==> config.mk <==
export PLATFORM = sky130hd
export DESIGN_NAME = rdw_reset_watchdog
export DESIGN_NICKNAME = d
export VERILOG_FILES = /design/src/logic/rdw_pkg.sv /design/src/logic/rdw_reset_watchdog.sv
export SDC_FILE = /design/constraint.sdc
export NUM_CORES = 1
export LEC_CHECK = 0
export ABC_CLOCK_PERIOD_IN_PS = 7500
export BUFFER_PORTS_ARGS = -buffer_cell sky130_fd_sc_hd__buf_2
export CORE_MARGIN = 3
export CORE_UTILIZATION = 55
export CTS_BUF_LIST = sky130_fd_sc_hd__clkbuf_4
export DETAILED_ROUTE_END_ITERATION = 12
export HOLD_SLACK_MARGIN = 0.08
export PLACE_DENSITY = 0.94
export SYNTH_ARGS = -nofsm -noshare
export SYNTH_HDL_FRONTEND = slang
export SYNTH_SLANG_ARGS = --single-unit
==> constraint.sdc <==
create_clock -name pclk -period 7.5 [get_ports pclk]
set_clock_uncertainty 0.15 [all_clocks]
set_input_delay 1.875 -clock pclk [delete_from_list [all_inputs] [get_ports pclk]]
set_output_delay 1.875 -clock pclk [all_outputs]
set_load 0.02 [all_outputs]
==> src/logic/rdw_pkg.sv <==
// Constants shared by the reset delay and watchdog block
package rdw_pkg;
    localparam int unsigned CLK_PERIOD_NS = 100;
    localparam int unsigned POR_DELAY_NS = 1125000;
    localparam int unsigned SUB_DELAY_NS = 10000;
    localparam int unsigned WDT_PERIOD_NS = 18000000;
    localparam int unsigned POR_DELAY_CYC = (POR_DELAY_NS + CLK_PERIOD_NS - 1) / CLK_PERIOD_NS;
    localparam int unsigned SUB_DELAY_CYC = (SUB_DELAY_NS + CLK_PERIOD_NS - 1) / CLK_PERIOD_NS;
    localparam int unsigned WDT_CYC = (WDT_PERIOD_NS + CLK_PERIOD_NS - 1) / CLK_PERIOD_NS;

    localparam int unsigned ADDR_W = 8;
    localparam logic [7:0] OPT_ADDR = 8'h00;
    localparam logic [7:0] STAT_ADDR = 8'h04;

    localparam logic [7:0] OPT_RESET = 8'hff;
    localparam int unsigned OPT_WAKE_DIS_BIT = 7;
    localparam int unsigned OPT_PSA_BIT = 3;
    localparam int unsigned OPT_PS_LSB = 0;
    localparam int unsigned PS_W = 3;
    localparam int unsigned PRESC_W = 7;

    localparam int unsigned STAT_PW_BIT = 7;
    localparam int unsigned STAT_TO_BIT = 4;
    localparam int unsigned STAT_PD_BIT = 3;
    localparam int unsigned STAT_SLEEP_BIT = 1;
    localparam int unsigned STAT_RST_BIT = 0;
endpackage

==> src/logic/rdw_reset_watchdog.sv <==
// Reset latch, reset delay counter, watchdog with prescaler and reset-cause flags
//
// Overview of operation
// - Unprogrammed reset-pin fuse makes the shared pin an active-low reset.
// - Programmed fuse ties internal reset inactive and gives the pin to GPIO.
// - Power-up sets the reset latch and clears the delay counter.
// - Delay counts only while reset input is high; expiry clears the latch.
// - Core stays in reset whenever the delay counter is active.
// - Delay is 1.125 ms after power-up, 10 us after later resets.
// - Delay counter advances only while the latch is set, clocked by pclk.
// - Power-on, pin reset, watchdog and pin-change wake all start the delay.
// - Watchdog keeps counting while the core sleeps.
// - Watchdog expiry resets the device, awake or asleep.
// - Watchdog reset clears the active-low timeout flag, status bit 4.
// - Watchdog fuse at zero disables the watchdog for good.
// - Without prescaler the watchdog expires after 18 ms.
// - Option register assigns a prescaler extending timeout up to 1:128.
// - Clear-watchdog zeroes counter and assigned prescaler.
// - Sleep zeroes counter and assigned prescaler for maximum sleep time.
// - Sleep wake causes encode 000 watchdog, 010 pin reset, 110 pin change.
// - Power-up gives 011; awake watchdog clears pin-wake and timeout only.
// - Flags hold until a reset or sleep; awake pin reset clears only pin-wake.
// - Sleep sets the timeout flag and clears the powerdown flag.
// - Waking from sleep clears the watchdog counter.
// - Pin-wake is set when, asleep with wake enabled, a pin differs from its last read.
//
// Our own choices: the APB slave port and the register addresses.
`timescale 1ns/1ps
module rdw_reset_watchdog #(
    parameter int unsigned POR_DELAY_CYC = rdw_pkg::POR_DELAY_CYC,
    parameter int unsigned SUB_DELAY_CYC = rdw_pkg::SUB_DELAY_CYC,
    parameter int unsigned WDT_CYC = rdw_pkg::WDT_CYC,
    parameter int unsigned PIN_N = 3
) (
    input wire logic pclk,
    input wire logic presetn,
    input wire logic psel,
    input wire logic penable,
    input wire logic pwrite,
    input wire logic [rdw_pkg::ADDR_W-1:0] paddr,
    input wire logic [31:0] pwdata,
    output logic [31:0] prdata,
    output logic pready,
    output logic pslverr,
    input wire logic shared_input_pin,
    input wire logic reset_pin_fuse,
    input wire logic watchdog_fuse,
    input wire logic clear_watchdog_op,
    input wire logic sleep_op,
    input wire logic port_access,
    input wire logic [PIN_N-1:0] wake_pins,
    output logic core_reset,
    output logic gpio_shared_in,
    output logic asleep,
    output logic timeout_flag_n,
    output logic powerdown_flag_n,
    output logic pin_wake_flag
);
    localparam int unsigned DLY_W = $clog2(POR_DELAY_CYC + 1);
    localparam int unsigned WDT_W = $clog2(WDT_CYC + 1);
    localparam logic [DLY_W-1:0] POR_LAST = DLY_W'(POR_DELAY_CYC - 1);
    localparam logic [DLY_W-1:0] SUB_LAST = DLY_W'(SUB_DELAY_CYC - 1);
    localparam logic [WDT_W-1:0] WDT_LAST = WDT_W'(WDT_CYC - 1);

    // Refuse counts that the counters cannot serve
    if (SUB_DELAY_CYC < 1 || SUB_DELAY_CYC > POR_DELAY_CYC
        || WDT_CYC < 2 || PIN_N < 1) begin : g_bad_params
        $error("rdw_reset_watchdog: unsupported parameter values");
    end

    // Prescaler terminal count: ratio minus one, zero when not assigned
    function automatic logic [rdw_pkg::PRESC_W-1:0] presc_limit(input logic [7:0] opt);
        logic [rdw_pkg::PRESC_W:0] ratio;
        ratio = '0;
        if (opt[rdw_pkg::OPT_PSA_BIT]) begin
            ratio = (rdw_pkg::PRESC_W+1)'(1) << opt[rdw_pkg::OPT_PS_LSB +: rdw_pkg::PS_W];
        end else begin
            ratio = (rdw_pkg::PRESC_W+1)'(1);
        end
        return rdw_pkg::PRESC_W'(ratio - (rdw_pkg::PRESC_W+1)'(1));
    endfunction

    logic latch_reg;
    logic por_pend_reg;
    logic [DLY_W-1:0] dly_cnt_reg;
    logic ext_prev_reg;
    logic asleep_reg;
    logic [WDT_W-1:0] wdt_cnt_reg;
    logic [rdw_pkg::PRESC_W-1:0] presc_reg;
    logic [7:0] opt_reg;
    logic to_n_reg;
    logic pd_n_reg;
    logic pw_reg;
    logic [PIN_N-1:0] snap_reg;
    logic gpio_reg;
    logic [31:0] prdata_reg;

    logic latch_next;
    logic por_pend_next;
    logic [DLY_W-1:0] dly_cnt_next;
    logic [WDT_W-1:0] wdt_cnt_next;
    logic [rdw_pkg::PRESC_W-1:0] presc_next;
    logic [7:0] opt_next;
    logic to_n_next;
    logic pd_n_next;
    logic pw_next;
    logic asleep_next;

    wire ext_eff_n = reset_pin_fuse ? shared_input_pin : 1'b1;
    wire ext_fall = ext_prev_reg & ~ext_eff_n;

    wire running = ~latch_reg & ~asleep_reg;
    wire [DLY_W-1:0] dly_last = por_pend_reg ? POR_LAST : SUB_LAST;
    wire dly_done = latch_reg & ext_eff_n & (dly_cnt_reg == dly_last);

    wire wake_en = ~opt_reg[rdw_pkg::OPT_WAKE_DIS_BIT];
    wire pin_evt = asleep_reg & ~latch_reg & wake_en & ((wake_pins ^ snap_reg) != '0);

    wire wdt_active = watchdog_fuse & ~latch_reg;
    wire presc_tick = presc_reg == presc_limit(opt_reg);
    wire wdt_fire = wdt_active & presc_tick & (wdt_cnt_reg == WDT_LAST);

    wire any_evt = ext_fall | wdt_fire | pin_evt;
    wire sleep_acc = sleep_op & running & ~wdt_fire & ext_eff_n;
    wire clr_acc = clear_watchdog_op & running;

    // APB decode
    wire acc = psel & penable;
    wire hit_opt = paddr == rdw_pkg::OPT_ADDR;
    wire hit_stat = paddr == rdw_pkg::STAT_ADDR;
    wire unmapped = ~hit_opt & ~hit_stat;
    wire opt_wr = acc & pwrite & hit_opt & ~latch_reg;

    wire [31:0] stat_word = (32'h1 << rdw_pkg::STAT_PW_BIT) * pw_reg
        | (32'h1 << rdw_pkg::STAT_TO_BIT) * to_n_reg
        | (32'h1 << rdw_pkg::STAT_PD_BIT) * pd_n_reg
        | (32'h1 << rdw_pkg::STAT_SLEEP_BIT) * asleep_reg
        | (32'h1 << rdw_pkg::STAT_RST_BIT) * latch_reg;
    wire [31:0] rd_word = hit_stat ? stat_word : 32'h0;

    // Reset latch and delay counter
    always_comb begin
        latch_next = latch_reg;
        por_pend_next = por_pend_reg;
        dly_cnt_next = dly_cnt_reg;
        if (!ext_eff_n || any_evt) begin
            latch_next = 1'b1;
            dly_cnt_next = '0;
        end else if (dly_done) begin
            latch_next = 1'b0;
            por_pend_next = 1'b0;
            dly_cnt_next = '0;
        end else if (latch_reg) begin
            dly_cnt_next = DLY_W'(dly_cnt_reg + DLY_W'(1));
        end
    end

    // Watchdog counter and prescaler
    always_comb begin
        wdt_cnt_next = wdt_cnt_reg;
        presc_next = presc_reg;
        if (!wdt_active || any_evt) begin
            wdt_cnt_next = '0;
            presc_next = '0;
        end else if (clr_acc || sleep_acc) begin
            wdt_cnt_next = '0;
            presc_next = '0;
        end else if (presc_tick) begin
            presc_next = '0;
            wdt_cnt_next = WDT_W'(wdt_cnt_reg + WDT_W'(1));
        end else begin
            presc_next = rdw_pkg::PRESC_W'(presc_reg + rdw_pkg::PRESC_W'(1));
        end
    end

    // Reset-cause flags; a cause in the same cycle as sleep wins
    always_comb begin
        to_n_next = to_n_reg;
        pd_n_next = pd_n_reg;
        pw_next = pw_reg;
        asleep_next = asleep_reg;
        if (any_evt) begin
            asleep_next = 1'b0;
            if (wdt_fire) begin
                to_n_next = 1'b0;
            end else if (asleep_reg) begin
                to_n_next = 1'b1;
            end
            if (asleep_reg) begin
                pd_n_next = 1'b0;
            end
            // Awake pin reset clears pin-wake only
            pw_next = pin_evt & ~wdt_fire & ~ext_fall;
        end else if (sleep_acc) begin
            to_n_next = 1'b1;
            pd_n_next = 1'b0;
            asleep_next = 1'b1;
        end
    end

    always_comb begin
        opt_next = opt_reg;
        if (any_evt || dly_done) begin
            opt_next = opt_reg;
        end
        if (opt_wr) begin
            opt_next = pwdata[7:0];
        end
        if (latch_reg) begin
            opt_next = rdw_pkg::OPT_RESET;
        end
    end

    always_ff @(posedge pclk or negedge presetn) begin
        if (!presetn) begin
            latch_reg <= 1'b1;
            por_pend_reg <= 1'b1;
            dly_cnt_reg <= '0;
            ext_prev_reg <= 1'b1;
        end else begin
            latch_reg <= latch_next;
            por_pend_reg <= por_pend_next;
            dly_cnt_reg <= dly_cnt_next;
            ext_prev_reg <= ext_eff_n;
        end
    end

    always_ff @(posedge pclk or negedge presetn) begin
        if (!presetn) begin
            wdt_cnt_reg <= '0;
            presc_reg <= '0;
            opt_reg <= rdw_pkg::OPT_RESET;
            asleep_reg <= 1'b0;
        end else begin
            wdt_cnt_reg <= wdt_cnt_next;
            presc_reg <= presc_next;
            opt_reg <= opt_next;
            asleep_reg <= asleep_next;
        end
    end

    always_ff @(posedge pclk or negedge presetn) begin
        if (!presetn) begin
            to_n_reg <= 1'b1;
            pd_n_reg <= 1'b1;
            pw_reg <= 1'b0;
        end else begin
            to_n_reg <= to_n_next;
            pd_n_reg <= pd_n_next;
            pw_reg <= pw_next;
        end
    end

    // Snapshot is the pin state software last read; stale snapshot wakes at once
    always_ff @(posedge pclk or negedge presetn) begin
        if (!presetn) begin
            snap_reg <= '0;
            gpio_reg <= 1'b0;
        end else begin
            if (port_access) begin
                snap_reg <= wake_pins;
            end
            gpio_reg <= reset_pin_fuse ? 1'b0 : shared_input_pin;
        end
    end

    // Read data captured in the setup cycle, valid through the access phase
    always_ff @(posedge pclk or negedge presetn) begin
        if (!presetn) begin
            prdata_reg <= '0;
        end else if (psel && !penable) begin
            prdata_reg <= rd_word;
        end
    end

    assign prdata = prdata_reg;
    assign pready = 1'b1;
    assign pslverr = acc & unmapped;
    assign core_reset = latch_reg;
    assign gpio_shared_in = gpio_reg;
    assign asleep = asleep_reg;
    assign timeout_flag_n = to_n_reg;
    assign powerdown_flag_n = pd_n_reg;
    assign pin_wake_flag = pw_reg;
endmodule

== Yosys cells after proc, flatten, opt, wreduce, memory -nomap -nowiden ==
Cells that the tools add are included.
Word-level totals
  input port bits: 54
  flip-flop bits (word level): 90
  output and inout bits: 40
Cells by class
  shift operators: 1
  bitwise gates (word level): 38
  eq/ne operators: 6
  reduce and logical (&&, ||, !) cells: 17
  multiplexer cells: 26
  $add $sub $neg: 4
Operators with widths (count)
  $mux W14: 4
  $mux W18: 3
  $mux W7: 4
  $mux W8: 3
  $and A1 B1 Y1: 22
  $add A18 B1 Y18 const B: 1
  $eq A18 B18 Y1 const B: 1
  $add A14 B1 Y14 const B: 1
  $eq A14 B14 Y1: 1
  $mux W1: 12
  $not A1 Y1: 9
  $reduce_bool A3 Y1: 3
  $eq A8 B3 Y1 const B: 1
  $logic_not A8 Y1: 1
  $or A8 B1 Y8: 1
  $or A8 B2 Y8: 1
  $or A8 B4 Y8: 1
  $or A8 B5 Y8: 1
  $add A7 B1 Y7 const B: 1
  $eq A7 B7 Y1: 1
  $shl A1 B3 Y7 const A: 1
  $sub A7 B1 Y7 const B: 1
  $reduce_and A2 Y1: 3
  $reduce_bool A2 Y1: 3
  other kinds (7): 12

== Logic depth before layout (Yosys ltp) ==
  depth in word-level cells: 12
  depth in mapped cells: 12

== Least setup slack after synthesis ==
Ideal clock, no wire load.
  path kind: input to output
  start: input paddr[5] (netlist bit)
  end: output pslverr
  arrival: 2.840 ns
  buffers on the path: 0
  stages on the path: 3
  slack: 2.635 ns
  cell sequence: or4_1 -> nor4_1 -> nor2_1
On the way
  longest elaborated chain between the ends: 4
  elaborated cells between the ends (all ways): 6
  those cells by class: 1 x eq/ne; 4 x bitwise; 1 x reduce/logical
RTL lines
  from (decl): line rdw_reset_watchdog.sv:40  | input wire logic [rdw_pkg::ADDR_W-1:0] paddr,
  $eq A8 B3 Y1 or $logic_not A8 Y1 (tied branches): line rdw_reset_watchdog.sv:130, rdw_reset_watchdog.sv:129
  $not A1 Y1: line rdw_reset_watchdog.sv:131  | wire unmapped = ~hit_opt & ~hit_stat;
  $and A1 B1 Y1 *: line rdw_reset_watchdog.sv:131
  $and A1 B1 Y1 *: line rdw_reset_watchdog.sv:278  | assign pslverr = acc & unmapped;
  to (decl): line rdw_reset_watchdog.sv:44  | output logic pslverr,
Every way passes the cells marked *; elsewhere a longest branch is shown, timed or not.

== Final worst setup path ==
Same ends and word-level chain as after synthesis.

==> results.cfg <==
[job]
maxCapViolations = 0

[timing]
final.min_clock_period_ns = 5.18
totalNegativeSetupSlack_ns = 0
max-slew-margin-rel = 0.394
setup_repair_after_global_routing_missed_its_margin = false
tightest_slew_ns = 0.907
report.final.hold_viol_count = 0
fmax_ghz = 0.193
fin_crit_sh = 0.691
timing.final.setup_violations = 0
drv_slew = 0
post-route-worst-setup-slack_ns = 2.32

[worst_setup_path]
r2r_start = opt_reg[2]
crit_path_max_incr_delay_ns = 0.51
critical_path_required_ns = 5.48
endpoint_kind = output pin
cp.arrival_ns = 3.16
crit_slowest_cell = sky130_fd_sc_hd__or4_1
crit_fanout = 3
cp_cell_sequence = buf_2 > or4_1 > nor4_1 > nor2_1 > buf_2
setup.reg_to_reg.worst_slack_ns = 4.06
worstSetupPathType = primary input to output pin
critical_path_start = paddr[5]
ff2ff_path_depth = 8
startpoint_type = primary input
crit_path_frequent_cell = sky130_fd_sc_hd__buf_2

[finish]
area.sequential_sq_um = 1510
layout-area-overhead-vs-synth_pct = 7.62
finish.cell_count_without_fillers = 491
fillCellCount = 482
largest_register_ff_count = 18
layout-drive-gt1-share = 0.185
layout_commonest_cell = sky130_fd_sc_hd__dfrtp_1
final_cell_mix = 50 x sky130_fd_sc_hd__dfrtp_1, 44 x sky130_fd_sc_hd__nor2_1, 38 x sky130_fd_sc_hd__buf_2
num-nets-final = 469
multi_input_comb_area_sq_um = 1800
antenna_diode_count = 0

[global_route]
first_pass_grt_wire_length_um = 12300
grt_util_all_layers = 0.204
grt_overflow = 0
grt_antenna_before_repair = 0
grt_pass1_vias = 2840
maximum_number_of_pins_on_one_net_before_global_route_repair = 53

[routing]
detail-route-antenna-nets = 0
drt_first_iter_violations = 148
viasPerCell = 5.85
drt-wirelength-per-cell_um = 15.0
routed_wl_um = 7370
num_vias = 2873
remaining_drc_errors = 0
drt_pre_antenna_iters = 4

[floorplan]
placeableCoreArea_sq_um = 6100
floorplan.io_pins = 94
fp.dieArea_sq_um = 7480
dieHeight_um = 86.5
die_width_um = 86.5
initial_utilization = 0.584
floorplan.rows = 28

[yosys]
synth_area_sq_um = 3560
ys.flop_type = sky130_fd_sc_hd__dfrtp_1
synth_cell_types = 60
yosys_warnings = 0
synth.avg_cell_area_sq_um = 9.40
synth_top_area_share = 0.351
synth-seq-cells = 60
netlist_instances = 379
synth.yosys.seq_area_share = 0.425
post_synth_edffs = 0
synth.area.top_cells = sky130_fd_sc_hd__dfrtp_1 35%, sky130_fd_sc_hd__dfstp_2 7.4%, sky130_fd_sc_hd__xnor2_1 6.1%
synth_async_sr_flop_share = 1.00
yosys.area.top_type = sky130_fd_sc_hd__dfrtp_1

[hold_path]
min-delay-path-class = flip-flop to flip-flop
worst_hold_startpoint = powerdown_flag_n
min_path_cells = 2

[placement]
dp_cells = 475
detailed_place_hpwl_um = 5270
detailedPlace.worstSlack_ns = 2.34
portBuffers = 38
placer_congestion = 0.852

[pwr]
leak_nw = 1.62
power.total_uw = 693
p_per_area_nw_per_um2 = 181
power.ir.vdd_worst_mv = 0.124

[clock_network]
source_to_sink_clock_delay_at_the_later_pin_of_the_worst_skew_pair_ns = 0.41
clock_tree.htree_level_count = 3
cts.hold.buffers_added = 0
cts-root-buf = sky130_fd_sc_hd__clkbuf_4
cts-root-to-sink-buffers = 2
count_of_cells_resized_by_post_cts_repair = 0
clock-sinks = 60
clkSlewWorstSetupHoldPaths_ns = 0.09
cts_made_buffers = 9
cts.repair_timing.setup_buffer_count = 0
tritoncts = yes

[outcome]
result_of_the_run = completed
final cells by class:
type / instances / area share
multi-input combinational: 287 / 0.469
clock inverter: 7 / 0.0274
clock buffer: 9 / 0.0176
timing repair buffer: 40 / 0.0535
inverter: 13 / 0.0127
tap: 75 / 0.0245
sequential: 60 / 0.395
worst max-delay path: cells and delay by family:
family	cells	cell delay, ns
simple gates	3	1.00
buf+inv	2	0.27
cells in the mapped netlist, types with 2 or more instances:
library cell / count
sky130_fd_sc_hd__a211o_1: 5
sky130_fd_sc_hd__nor3b_1: 2
sky130_fd_sc_hd__conb_1: 2
sky130_fd_sc_hd__dfrtp_1: 50
sky130_fd_sc_hd__nor2b_1: 5
sky130_fd_sc_hd__mux2_2: 3
sky130_fd_sc_hd__buf_1: 2
sky130_fd_sc_hd__and2_1: 2
sky130_fd_sc_hd__dfstp_2: 10
sky130_fd_sc_hd__o21ai_0: 8
sky130_fd_sc_hd__a311oi_1: 2
sky130_fd_sc_hd__and4b_1: 2
sky130_fd_sc_hd__nand3_1: 22
sky130_fd_sc_hd__xor2_1: 7
sky130_fd_sc_hd__nand3b_1: 5
sky130_fd_sc_hd__or4_1: 2
sky130_fd_sc_hd__buf_4: 28
sky130_fd_sc_hd__xnor2_1: 25
sky130_fd_sc_hd__a22o_1: 5
sky130_fd_sc_hd__nand4_1: 13
sky130_fd_sc_hd__nor3_1: 7
sky130_fd_sc_hd__inv_1: 12
sky130_fd_sc_hd__o31a_1: 3
sky130_fd_sc_hd__a21oi_1: 14
sky130_fd_sc_hd__nand2_1: 19
sky130_fd_sc_hd__nor3_2: 2
sky130_fd_sc_hd__nor4_1: 18
sky130_fd_sc_hd__buf_6: 3
sky130_fd_sc_hd__nand2b_1: 5
sky130_fd_sc_hd__and3_1: 10
sky130_fd_sc_hd__clkbuf_1: 7
sky130_fd_sc_hd__buf_2: 5
sky130_fd_sc_hd__nor2_1: 44
sky130_fd_sc_hd__ha_1: 4
cells by family after synthesis:
group / synth area share
other: 0.00211
AOI/OAI and AO/OA: 0.109
DFF: 0.425
adders and majority gates: 0.0141
buffers and inverters: 0.0987
muxes: 0.0123
xor gates and xnor gates: 0.0832
and+or+nand+nor: 0.256
power breakdown:
part	internal, mW	switching [mW]	leakage (nW)
Combinational	0.0240	0.0405	0.737
Sequential	0.335	0.0163	0.791
Clock	0.164	0.113	0.0901
Total	0.523	0.170	1.62
stage by stage:
step | hold slack [ns] | util | area (sq um)
finish | 0.334 | 0.629 | 3830
global placement | 0.320 | 0.601 | 3660
CTS | 0.335 | 0.629 | 3830
detailed placement | 0.320 | 0.601 | 3660
global route | 0.379 | 0.629 | 3830
floorplan | 0.312 | - | 3660
layer usage:
metal  vias to the layer above  wire length [um]  track usage
met2                        96              3840        0.353
met4                         0               159       0.0878
met5                         -                 0            0
met1                      1398              2960        0.236
li1                       1360                 -            -
met3                        19               409       0.0542
final timing paths:
kind | endpoint
max reg2reg | wdt_cnt_reg[17]
max | pslverr
min in group asynchronous | dly_cnt_reg[0]
min | powerdown_flag_n
max in group asynchronous | snap_reg[1]
min reg2reg | powerdown_flag_n
Power figures use the tool's default switching activity.
